==> src/hdl/direct_input_pkg.sv <==
`default_nettype none

package direct_input_pkg;

    // Register byte offsets on the APB port
    localparam logic [7:0] OUTPUT_REG_OFS    = 8'h00;
    localparam logic [7:0] MAP_A_OFS         = 8'h04;
    localparam logic [7:0] MAP_B_OFS         = 8'h08;
    localparam logic [7:0] PWM_MAP_OFS       = 8'h0c;
    localparam logic [7:0] LEVEL_MONITOR_OFS = 8'h10;
    localparam logic [7:0] MODE_STATUS_OFS   = 8'h14;

    // Default channels driven by the two direct inputs
    localparam int unsigned DEF_CH_A = 2;
    localparam int unsigned DEF_CH_B = 3;

    // Field positions
    localparam int unsigned PWM1_MAP_POS    = 16;
    localparam int unsigned STAT_SLEEP_POS  = 0;
    localparam int unsigned STAT_LIMP_POS   = 1;
    localparam int unsigned STAT_SERIAL_POS = 2;

    // Values after reset
    localparam logic [31:0] OUTPUT_REG_RST = 32'h0000_0000;
    localparam logic [31:0] PWM_MAP_RST    = 32'h0000_0000;

    // Operating modes
    typedef enum logic [1:0] {
        MODE_NORMAL = 2'b00,
        MODE_SLEEP  = 2'b01,
        MODE_LIMP   = 2'b10
    } mode_t;

    // Control pins from the host, carried together
    typedef struct packed {
        logic ctrl;
        logic in_b;
        logic in_a;
    } pins_t;

    localparam pins_t PINS_RST = 3'b000;

endpackage : direct_input_pkg

`default_nettype wire

==> src/hdl/direct_input_mode_control.sv <==
// Behaviour
// - Reset maps inputs a, b to ch2, ch3
// - Each input has its own programmable channel map
// - Channel command ORs register, PWM, mapped inputs
// - Input pin levels readable in a monitor register
// - Monitor keeps updating during fail-safe mode
// - Control low, input high: fail-safe, default channel on
// - Control low, both inputs low: sleep mode
// - Control low resets all writable serial registers to default
// - Sleep conditions disable both undervoltage detectors
// - Sleep conditions refuse serial transfers, output released
//
// Our own choices: the register offsets and the APB register port.
`timescale 1ns/1ps
`default_nettype none

module direct_input_mode_control
    import direct_input_pkg::*;
#(
    parameter int unsigned NUM_CH = 8
)
(
    // Clock, reset and enable
    input  wire logic              pclk,
    input  wire logic              presetn,
    input  wire logic              clk_en,

    // APB slave
    input  wire logic              psel,
    input  wire logic              penable,
    input  wire logic              pwrite,
    input  wire logic [7:0]        paddr,
    input  wire logic [31:0]       pwdata,
    input  wire logic [3:0]        pstrb,
    output logic      [31:0]       prdata,
    output logic                   pready,
    output logic                   pslverr,

    // Host pins, asynchronous
    input  wire logic              direct_input_a,
    input  wire logic              direct_input_b,
    input  wire logic              ctrl_pin,

    // Internal PWM generator outputs, same clock
    input  wire logic [1:0]        pwm_gen_out,

    // Channel commands and mode outputs
    output logic [NUM_CH-1:0]      channel_on,
    output logic                   uv_detect_en,
    output logic                   serial_port_en,
    output logic                   sleep_mode,
    output logic                   limp_home_mode
);

    ////////////////////////////////////////////////////////////////////////////////
    // Elaboration checks

    // Default channels must exist and each PWM map must fit in a half word
    if (NUM_CH < 4 || NUM_CH > 16)
    begin : g_bad_num_ch
        $error("NUM_CH must lie between 4 and 16");
    end

    localparam logic [NUM_CH-1:0] MAP_A_RST = NUM_CH'(1) << DEF_CH_A;
    localparam logic [NUM_CH-1:0] MAP_B_RST = NUM_CH'(1) << DEF_CH_B;

    ////////////////////////////////////////////////////////////////////////////////
    // Pin synchronisers

    pins_t pins_s1_q;
    pins_t pins_s2_q;
    pins_t pins_raw;

    // Pins gathered into one word so both stages move together
    assign pins_raw = '{ctrl: ctrl_pin, in_b: direct_input_b, in_a: direct_input_a};

    // Only the second stage is read by logic; the first may be metastable
    always_ff @(posedge pclk or negedge presetn)
    begin
        if (!presetn)
        begin
            pins_s1_q <= PINS_RST;
            pins_s2_q <= PINS_RST;
        end
        else if (clk_en)
        begin
            pins_s1_q <= pins_raw;
            pins_s2_q <= pins_s1_q;
        end
    end

    ////////////////////////////////////////////////////////////////////////////////
    // Mode decision

    logic  ctrl_low;
    logic  any_input;
    mode_t mode_d;
    mode_t mode_q;

    assign ctrl_low  = ~pins_s2_q.ctrl;
    assign any_input = pins_s2_q.in_a | pins_s2_q.in_b;

    // Fail-safe beats sleep whenever an input is high under a low control pin
    assign mode_d = !ctrl_low  ? MODE_NORMAL
                  : any_input  ? MODE_LIMP
                  :              MODE_SLEEP;

    // Registered mode feeds the bus refusal; the mode flags are its twins
    always_ff @(posedge pclk or negedge presetn)
    begin
        if (!presetn)
        begin
            mode_q <= MODE_NORMAL;
        end
        else if (clk_en)
        begin
            mode_q <= mode_d;
        end
    end

    ////////////////////////////////////////////////////////////////////////////////
    // APB decode

    logic        in_sleep;
    logic        access;
    logic        commit;
    logic        wr_commit;
    logic        sel_out;
    logic        sel_map_a;
    logic        sel_map_b;
    logic        sel_pwm;
    logic        sel_mon;
    logic        sel_stat;
    logic        mapped;
    logic [31:0] wmask;

    assign in_sleep = (mode_q == MODE_SLEEP);

    // Access phase waits one cycle so every answer comes from a flip-flop
    assign access    = psel & penable & ~pready;
    assign commit    = psel & penable & pready;
    assign wr_commit = commit & pwrite & ~pslverr;

    // Full byte address compare; aliases of a register answer as unmapped
    assign sel_out   = (paddr == OUTPUT_REG_OFS);
    assign sel_map_a = (paddr == MAP_A_OFS);
    assign sel_map_b = (paddr == MAP_B_OFS);
    assign sel_pwm   = (paddr == PWM_MAP_OFS);
    assign sel_mon   = (paddr == LEVEL_MONITOR_OFS);
    assign sel_stat  = (paddr == MODE_STATUS_OFS);
    assign mapped    = sel_out | sel_map_a | sel_map_b | sel_pwm | sel_mon | sel_stat;

    // Byte strobes widen into a bit mask
    assign wmask = {{8{pstrb[3]}}, {8{pstrb[2]}}, {8{pstrb[1]}}, {8{pstrb[0]}}};

    ////////////////////////////////////////////////////////////////////////////////
    // Serial-accessible registers

    logic [NUM_CH-1:0] output_reg_q;
    logic [NUM_CH-1:0] input_a_channel_map_q;
    logic [NUM_CH-1:0] input_b_channel_map_q;
    logic [31:0]       pwm_map_q;
    logic [1:0]        input_level_monitor_q;

    // Narrow registers widened to the bus word for merging and reading
    logic [31:0] out_ext;
    logic [31:0] map_a_ext;
    logic [31:0] map_b_ext;

    assign out_ext   = {{(32-NUM_CH){1'b0}}, output_reg_q};
    assign map_a_ext = {{(32-NUM_CH){1'b0}}, input_a_channel_map_q};
    assign map_b_ext = {{(32-NUM_CH){1'b0}}, input_b_channel_map_q};

    // Byte-lane merge keeps the lanes that a partial write leaves alone
    logic [31:0] out_wr;
    logic [31:0] map_a_wr;
    logic [31:0] map_b_wr;
    logic [31:0] pwm_wr;

    assign out_wr   = (out_ext & ~wmask) | (pwdata & wmask);
    assign map_a_wr = (map_a_ext & ~wmask) | (pwdata & wmask);
    assign map_b_wr = (map_b_ext & ~wmask) | (pwdata & wmask);
    assign pwm_wr   = (pwm_map_q & ~wmask) | (pwdata & wmask);

    // Bits above each PWM map are reserved and never store
    logic [31:0] pwm_keep;

    assign pwm_keep = {{(16-NUM_CH){1'b0}}, {NUM_CH{1'b1}},
                       {(16-NUM_CH){1'b0}}, {NUM_CH{1'b1}}};

    // A low control pin holds the whole bank at its defaults
    always_ff @(posedge pclk or negedge presetn)
    begin
        if (!presetn)
        begin
            output_reg_q          <= OUTPUT_REG_RST[NUM_CH-1:0];
            input_a_channel_map_q <= MAP_A_RST;
            input_b_channel_map_q <= MAP_B_RST;
            pwm_map_q             <= PWM_MAP_RST;
        end
        else if (clk_en)
        begin
            if (ctrl_low)
            begin
                output_reg_q          <= OUTPUT_REG_RST[NUM_CH-1:0];
                input_a_channel_map_q <= MAP_A_RST;
                input_b_channel_map_q <= MAP_B_RST;
                pwm_map_q             <= PWM_MAP_RST;
            end
            else if (wr_commit)
            begin
                if (sel_out)
                begin
                    output_reg_q <= out_wr[NUM_CH-1:0];
                end
                if (sel_map_a)
                begin
                    input_a_channel_map_q <= map_a_wr[NUM_CH-1:0];
                end
                if (sel_map_b)
                begin
                    input_b_channel_map_q <= map_b_wr[NUM_CH-1:0];
                end
                if (sel_pwm)
                begin
                    pwm_map_q <= pwm_wr & pwm_keep;
                end
            end
        end
    end

    // Monitor follows the pins in every mode, fail-safe included
    always_ff @(posedge pclk or negedge presetn)
    begin
        if (!presetn)
        begin
            input_level_monitor_q <= 2'b00;
        end
        else if (clk_en)
        begin
            input_level_monitor_q <= {pins_s2_q.in_b, pins_s2_q.in_a};
        end
    end

    ////////////////////////////////////////////////////////////////////////////////
    // Read data and answer

    logic [31:0] stat_word;
    logic [31:0] rdata_sel;
    logic        err_d;

    assign stat_word = (32'(sleep_mode)     << STAT_SLEEP_POS)
                     | (32'(limp_home_mode) << STAT_LIMP_POS)
                     | (32'(serial_port_en) << STAT_SERIAL_POS);

    assign rdata_sel = sel_out   ? out_ext
                     : sel_map_a ? map_a_ext
                     : sel_map_b ? map_b_ext
                     : sel_pwm   ? pwm_map_q
                     : sel_mon   ? {30'h0, input_level_monitor_q}
                     : sel_stat  ? stat_word
                     :             32'h0000_0000;

    // Sleep refuses every transfer; unmapped addresses answer with an error
    assign err_d = in_sleep | ~mapped;

    always_ff @(posedge pclk or negedge presetn)
    begin
        if (!presetn)
        begin
            pready  <= 1'b0;
            pslverr <= 1'b0;
            prdata  <= 32'h0000_0000;
        end
        else if (clk_en)
        begin
            pready  <= access;
            pslverr <= access & err_d;
            prdata  <= (access && !pwrite && !err_d) ? rdata_sel : 32'h0000_0000;
        end
    end

    ////////////////////////////////////////////////////////////////////////////////
    // Channel command

    logic [NUM_CH-1:0] cmd_normal;
    logic [NUM_CH-1:0] cmd_limp;
    logic [NUM_CH-1:0] cmd_d;

    // One OR term set per channel
    for (genvar i = 0; i < NUM_CH; i++)
    begin : g_ch
        assign cmd_normal[i] = output_reg_q[i]
                             | (pwm_gen_out[0] & pwm_map_q[i])
                             | (pwm_gen_out[1] & pwm_map_q[PWM1_MAP_POS + i])
                             | (pins_s2_q.in_a & input_a_channel_map_q[i])
                             | (pins_s2_q.in_b & input_b_channel_map_q[i]);
    end

    // Fail-safe uses the fixed default channels, not any programmed map
    assign cmd_limp = ({NUM_CH{pins_s2_q.in_a}} & MAP_A_RST)
                    | ({NUM_CH{pins_s2_q.in_b}} & MAP_B_RST);

    assign cmd_d = (mode_d == MODE_LIMP)   ? cmd_limp
                 : (mode_d == MODE_NORMAL) ? cmd_normal
                 :                           {NUM_CH{1'b0}};

    always_ff @(posedge pclk or negedge presetn)
    begin
        if (!presetn)
        begin
            channel_on <= {NUM_CH{1'b0}};
        end
        else if (clk_en)
        begin
            channel_on <= cmd_d;
        end
    end

    ////////////////////////////////////////////////////////////////////////////////
    // Mode outputs

    // Detectors and serial port follow the next mode so they track the pins
    always_ff @(posedge pclk or negedge presetn)
    begin
        if (!presetn)
        begin
            uv_detect_en   <= 1'b1;
            serial_port_en <= 1'b1;
            sleep_mode     <= 1'b0;
            limp_home_mode <= 1'b0;
        end
        else if (clk_en)
        begin
            uv_detect_en   <= (mode_d != MODE_SLEEP);
            serial_port_en <= (mode_d != MODE_SLEEP);
            sleep_mode     <= (mode_d == MODE_SLEEP);
            limp_home_mode <= (mode_d == MODE_LIMP);
        end
    end

endmodule : direct_input_mode_control

`default_nettype wire

==> config.mk <==
export PLATFORM = sky130hd
export DESIGN_NAME = direct_input_mode_control
export DESIGN_NICKNAME = d
export VERILOG_FILES = /design/src/hdl/direct_input_pkg.sv /design/src/hdl/direct_input_mode_control.sv
export SDC_FILE = /design/constraint.sdc
export NUM_CORES = 1
export LEC_CHECK = 0
export ABC_AREA = 0
export BUFFER_PORTS_ARGS = -buffer_cell sky130_fd_sc_hd__buf_2
export CAP_MARGIN = 20
export CORE_MARGIN = 2
export CORE_UTILIZATION = 50
export CTS_CLUSTER_DIAMETER = 30
export DETAILED_ROUTE_END_ITERATION = 16
export PLACE_DENSITY = 0.76
export SETUP_SLACK_MARGIN = 0.2
export SKIP_CTS_REPAIR_TIMING = 1
export SLEW_MARGIN = 30
export SYNTH_ARGS = -nofsm -noshare
export SYNTH_HDL_FRONTEND = slang
export SYNTH_SLANG_ARGS = --single-unit
==> constraint.sdc <==
create_clock -name pclk -period 2.85 [get_ports pclk]
set_input_delay 0.285 -clock pclk [delete_from_list [all_inputs] [get_ports pclk]]
set_output_delay 0.285 -clock pclk [all_outputs]
set_load 0.1 [all_outputs]
* After elaboration in Yosys (flattened, before gate mapping)
Index checks and enable logic that the tools add are counted.
** Word-level totals
- Register bits :: 111
- Latch bits :: 0
- Bits in writable memories :: 0
- ROM bits :: 0
- Bits of input ports :: 55
- Output and inout port bits :: 46
- Logic and storage cells :: 159
- Memories kept :: 0
** Cells by class
- Add/subtract/negate cells :: 0
- Multiply operators :: 0
- Divide/modulo/power cells :: 0
- $lt $le $gt $ge :: 0
- Equal/unequal tests :: 14
- Shifts and indexed selects :: 0
- Muxes and demuxes :: 23
- Bitwise gates (word level) :: 93
- Reduce and logical (&&, ||, !) cells :: 10
** Operator list (count)
- 32-bit two-way mux :: 8
- 8-bit two-way mux :: 11
- 24-bit bitwise AND :: 2
- 1-bit OR :: 39
- 1-bit bitwise AND :: 38
- 8-bit bitwise AND :: 3
- 24-bit NOT :: 1
- 24-bit OR :: 1
- 8-bit OR :: 3
- 8-bit by 4-bit equality test with 1-bit output (second input constant) :: 2
- 8-bit by 5-bit equality test with 1-bit output (second input constant) :: 2
- 2-bit by 1-bit inequality test with 1-bit output (second input constant) :: 6
- 3-bit AND reduction :: 4
- 8-bit by 3-bit equality test with 1-bit output (second input constant) :: 1
- 8-bit logical NOT :: 1
- 3-bit two-way mux :: 2
- 2-bit by 1-bit equality test with 1-bit output (second input constant) :: 2
- 2-bit two-way mux :: 2
- 3-bit by 4-bit OR with 4-bit output :: 1
- 1-bit NOT :: 3
- 2-bit by 3-bit OR with 3-bit output :: 1
- 2-bit equality test (second input constant) :: 1
- 1-bit logical AND :: 2
- 1-bit logical NOT :: 2
- other kinds (2) :: 2

* Depth between registers and ports, before layout
- Depth after elaboration :: 11
- Depth in mapped cells :: 7
- Gate-level depth less buffers :: 4

* Worst setup path after synthesis
Ideal clock, no wire load.
- Kind :: reg-to-reg
- From :: register pslverr
- To :: register pwm_map_q[0]
- Setup time :: 86 ps
- Arrival :: 2468 ps
- Path slack :: 296 ps
- Cell stages (with the launch flop) :: 6
- Buffers on the path :: 1
- Clock period less this slack :: 2554 ps
- Cell sequence :: dfrtp_1 > or4b_1 > or2_1 > or4_1 > buf_6 > o221ai_2
** Between the ends
- Longest elaborated chain between the ends :: 4
** RTL lines
- start, declared :: RTL line direct_input_mode_control.sv:37 : output logic pslverr,
- start signal, assigned :: RTL line direct_input_mode_control.sv:278 : pslverr <= access & err_d;
- 1-bit NOT :: RTL line direct_input_mode_control.sv:142 : assign wr_commit = commit & pwrite & ~pslverr;
- 1-bit bitwise AND :: RTL line direct_input_mode_control.sv:142
- 2-bit by 1-bit inequality test with 1-bit output (no source line)
- 3-bit AND reduction (no source line)
- end signal, assigned :: RTL line direct_input_mode_control.sv:226 : pwm_map_q <= pwm_wr & pwm_keep;
- end, declared :: RTL line direct_input_mode_control.sv:162 : logic [31:0] pwm_map_q;
No other way between the ends.
A chain may end at the register's enable or synchronous reset.

* Worst setup path in the final report
- From :: register pslverr
- To :: register pwm_map_q[1]
The elaborated chain is that of the path after synthesis.

==> impl_metrics.env <==
export IMPL_grt_overflow_total=0
export IMPL_worst_endpoint_required_ns=3.11
export IMPL_pwr_share_comb=0.184
export IMPL_detailroute_wirelength_met3_um=691
export IMPL_top_layer="met4"
export IMPL_core_um2=7690
export IMPL_rr_endpoint="pwm_map_q[1]$_DFFE_PN0P_"
export IMPL_grt_resource_usage_total=0.245
export IMPL_drt_initial_drc_count=330
export IMPL_buffer_ports_inserted=66
export IMPL_finalWeightedCongestion=0.830
export IMPL_final_net_count=488
export IMPL_worstHoldPathType="in -> async"
export IMPL_drv_slew=0
export IMPL_ios=101
export IMPL_layout_common_cells="sky130_fd_sc_hd__dfrtp_1 (74), sky130_fd_sc_hd__buf_2 (65), sky130_fd_sc_hd__nand3_1 (31), sky130_fd_sc_hd__inv_1 (28), sky130_fd_sc_hd__nand2_1 (24)"
export IMPL_power_ir_vdd_worst_v=0.000271
export IMPL_intPower_mw=1.54
export IMPL_cts_root_buffer_cell="sky130_fd_sc_hd__clkbuf_8"
export IMPL_critPathTopFamily="simple AND/OR/NAND/NOR gates"
export IMPL_r2r_cells=4
export IMPL_path_clk_slew_ns=0.09
export IMPL_worst_ep_arrival_time_ns=2.68
export IMPL_clockPowerShare=0.316
export IMPL_worst_r2r_src="pslverr$_DFFE_PN0P_"
export IMPL_finalNonFillerCells=540
export IMPL_outcome="complete, but fails checks"
export IMPL_fp_dieH_um=93.0
export IMPL_violated_checks="negative hold slack"
export IMPL_max_slew_margin=0.442
export IMPL_worst_slew_pin_transition_ns=0.836
export IMPL_numCtsBuffers=9
export IMPL_number_of_antenna_repair_diodes=0
export IMPL_setup_viol=0
export IMPL_highest_fanout_seen_on_the_critical_path=8
export IMPL_ys_ff_latch=77
export IMPL_met2_length_um=4750
export IMPL_largest_cells_by_area_after_synthesis="sky130_fd_sc_hd__dfrtp_1 (47%), sky130_fd_sc_hd__nand3_1 (3.9%), sky130_fd_sc_hd__mux4_2 (3.4%)"
export IMPL_dieWidth_um=93.0
export IMPL_clock_path_buffers=2
export IMPL_wirelength_met1_um=4350
export IMPL_leakage_nw=2.10
export IMPL_period_share=0.850
export IMPL_htree_num_levels=3
export IMPL_critPathLaunchType="register"
export IMPL_switching_power_mw=0.806
export IMPL_vias_per_inst=6.00
export IMPL_yosysWarnings=0
export IMPL_crit_slowest_cell="sky130_fd_sc_hd__or4_1"
export IMPL_layout_drive_gt1_share=0.256
export IMPL_area_delta_synth_final_pct=12.0
export IMPL_switching_share=0.343
export IMPL_synthArstFlopShare=1.00
export IMPL_postRouteAntennaNets=0
export IMPL_clock_sinks=77
export IMPL_mostFrequentLayoutCell="sky130_fd_sc_hd__dfrtp_1"
export IMPL_length_of_the_first_detailed_routing_pass_in_iterations=4
export IMPL_fp_row_count=32
export IMPL_syn_instance_count=381
export IMPL_seq_power_share=0.500
export IMPL_final_period_minus_worst_setup_slack_ns=2.42
export IMPL_grt_antenna_before_repair=0
export IMPL_seq_area_frac_synth=0.488
export IMPL_r2r_slack_ns=0.43
export IMPL_average_cell_area_after_synthesis_um2=10.4
export IMPL_dp_hpwl_um=6590
export IMPL_first_pass_grt_wire_length_um=16300
export IMPL_via_count=3240
export IMPL_cts_tree="yes"
export IMPL_floorplan_initialDensity=0.515
export IMPL_drt_wirelength_per_cell_um=18.4
export IMPL_synthDominantCellAreaShare=0.468
export IMPL_grt_pass1_vias=3079
export IMPL_critPathCaptureType="register"
export IMPL_insertion_delay_ns=0.36
export IMPL_placed_cells=524
export IMPL_synth_area_um2=3960
export IMPL_synth_enable_flop_cells=0
export IMPL_maxCapViolCount=0
export IMPL_grt_max_degree=78
export IMPL_clock_fmax_mhz=413
export IMPL_drc=0
export IMPL_worst_path_largest_cell_delay_ns=0.79
export IMPL_drt_total_wl_um=9940
export IMPL_grt_setup_unrepaired="false"
export IMPL_area_of_the_die_um2=8640
export IMPL_finalHoldViolCount=74
export IMPL_timing_setup_tns_ns=0
export IMPL_critical_path_buf_inv_count=0
export IMPL_synth_ff_type="sky130_fd_sc_hd__dfrtp_1"
export IMPL_yosys_cell_types_count=54
export IMPL_worst_setup_path_type="reg -> reg"
export IMPL_power_density_nw_per_um2=530
export IMPL_synth_top_cell_by_area="sky130_fd_sc_hd__dfrtp_1"
export IMPL_fin_skew_ns=0.00995
export IMPL_cp_cell_sequence="or4b_1 > or2_1 > or4_1 > o221ai_2"
export IMPL_final_hold_worst_slack_ns=-0.0570
==> state kept, by name (all words and copies together), names as in the netlist <==
signal and count:
channel_on 8, input_b_channel_map_q 8, pslverr 1, mode_q 2, input_level_monitor_q 2, uv_detect_en 1
pins_s1_q 3, output_reg_q 8, pready 1, pins_s2_q 3, input_a_channel_map_q 8, prdata 16
pwm_map_q 16
==> power groups by stage <==
stage | clock network (mW) | registers [mW] | logic [mW]
2_1_floorplan | 0 | 1.27 | 0.260
3_3_place_gp | 0 | 1.19 | 0.426
3_5_place_dp | 0 | 1.19 | 0.431
4_1_cts | 0.746 | 1.17 | 0.431
5_1_grt | 0.794 | 1.18 | 0.456
6_report | 0.742 | 1.17 | 0.432
==> kinds of logic after synthesis <==
kind of cell | synth area share
compound gates | 0.214
simple gates | 0.140
flops | 0.488
buf+inv | 0.0927
mux | 0.0642
other cells | 0.000948
==> worst register-to-register path: stages (launching register included) <==
cell	delay, ns
sky130_fd_sc_hd__dfrtp_1	0.43
sky130_fd_sc_hd__or4b_1	0.59
sky130_fd_sc_hd__or2_1	0.26
sky130_fd_sc_hd__or4_1	0.79
sky130_fd_sc_hd__o221ai_2	0.26
==> Yosys cell counts (all sizes together) (2+ instances only) <==
library cell,n
mux2,7
nand4,4
mux4,6
o211ai,2
nand2,24
nor2,18
clkbuf,20
o221ai,14
mux2i,4
a21o,14
buf,26
nor2b,2
nand3b,4
a22o,15
dfstp,3
o21ai,10
or4,6
a21oi,18
o2bb2ai,8
or3,2
o32ai,2
nand2b,3
dfrtp,74
o31ai,2
nor4,4
a31oi,4
inv,28
nand3,31
a22oi,2
a222oi,6
nor3,2
==> how the worst max path moves through the flow <==
stage | startpoint | endpoint | depth (start not counted)
after global placement | paddr[4] | pwm_map_q[5]$_DFFE_PN0P_ | 5
after floorplan | pslverr$_DFFE_PN0P_ | pwm_map_q[0]$_DFFE_PN0P_ | 5
after CTS | pslverr$_DFFE_PN0P_ | pwm_map_q[1]$_DFFE_PN0P_ | 4
after global routing | pslverr$_DFFE_PN0P_ | pwm_map_q[0]$_DFFE_PN0P_ | 4
after detailed placement | paddr[4] | pwm_map_q[3]$_DFFE_PN0P_ | 5
final | pslverr$_DFFE_PN0P_ | pwm_map_q[1]$_DFFE_PN0P_ | 4
==> metal layers <==
metal  vias to the layer above  GRT usage
li1                       1485          -
met1                      1599      0.356
met2                       143      0.379
met3                        13     0.0423
met4                         0     0.0748
met5                         -          0
==> area by class of cell <==
| cell class | instances | area, um2 |
|---|---|---|
| multi-input cells | 245 | 1720 |
| fillers | 695 | 3260 |
| clock inverters | 4 | 25.0 |
| repair buffers | 72 | 382 |
| well taps | 102 | 128 |
| clock buffers | 12 | 145 |
| flip-flops and latches | 77 | 1930 |
| inverters | 28 | 105 |
==> metrics by stage <==
step	util	setup slack [ns]	area, um2	power, mW	hold WS [ns]
floorplan	-	0.296	4010	1.53	-0.0106
global placement	0.554	0.381	4260	1.62	0.457
detailed placement	0.554	0.328	4260	1.62	0.464
CTS	0.576	0.419	4430	2.35	0.111
global route	0.576	0.356	4430	2.43	0.0127
finish	0.576	0.429	4430	2.35	-0.0570
No activity file was read; power rests on OpenSTA's default activity.
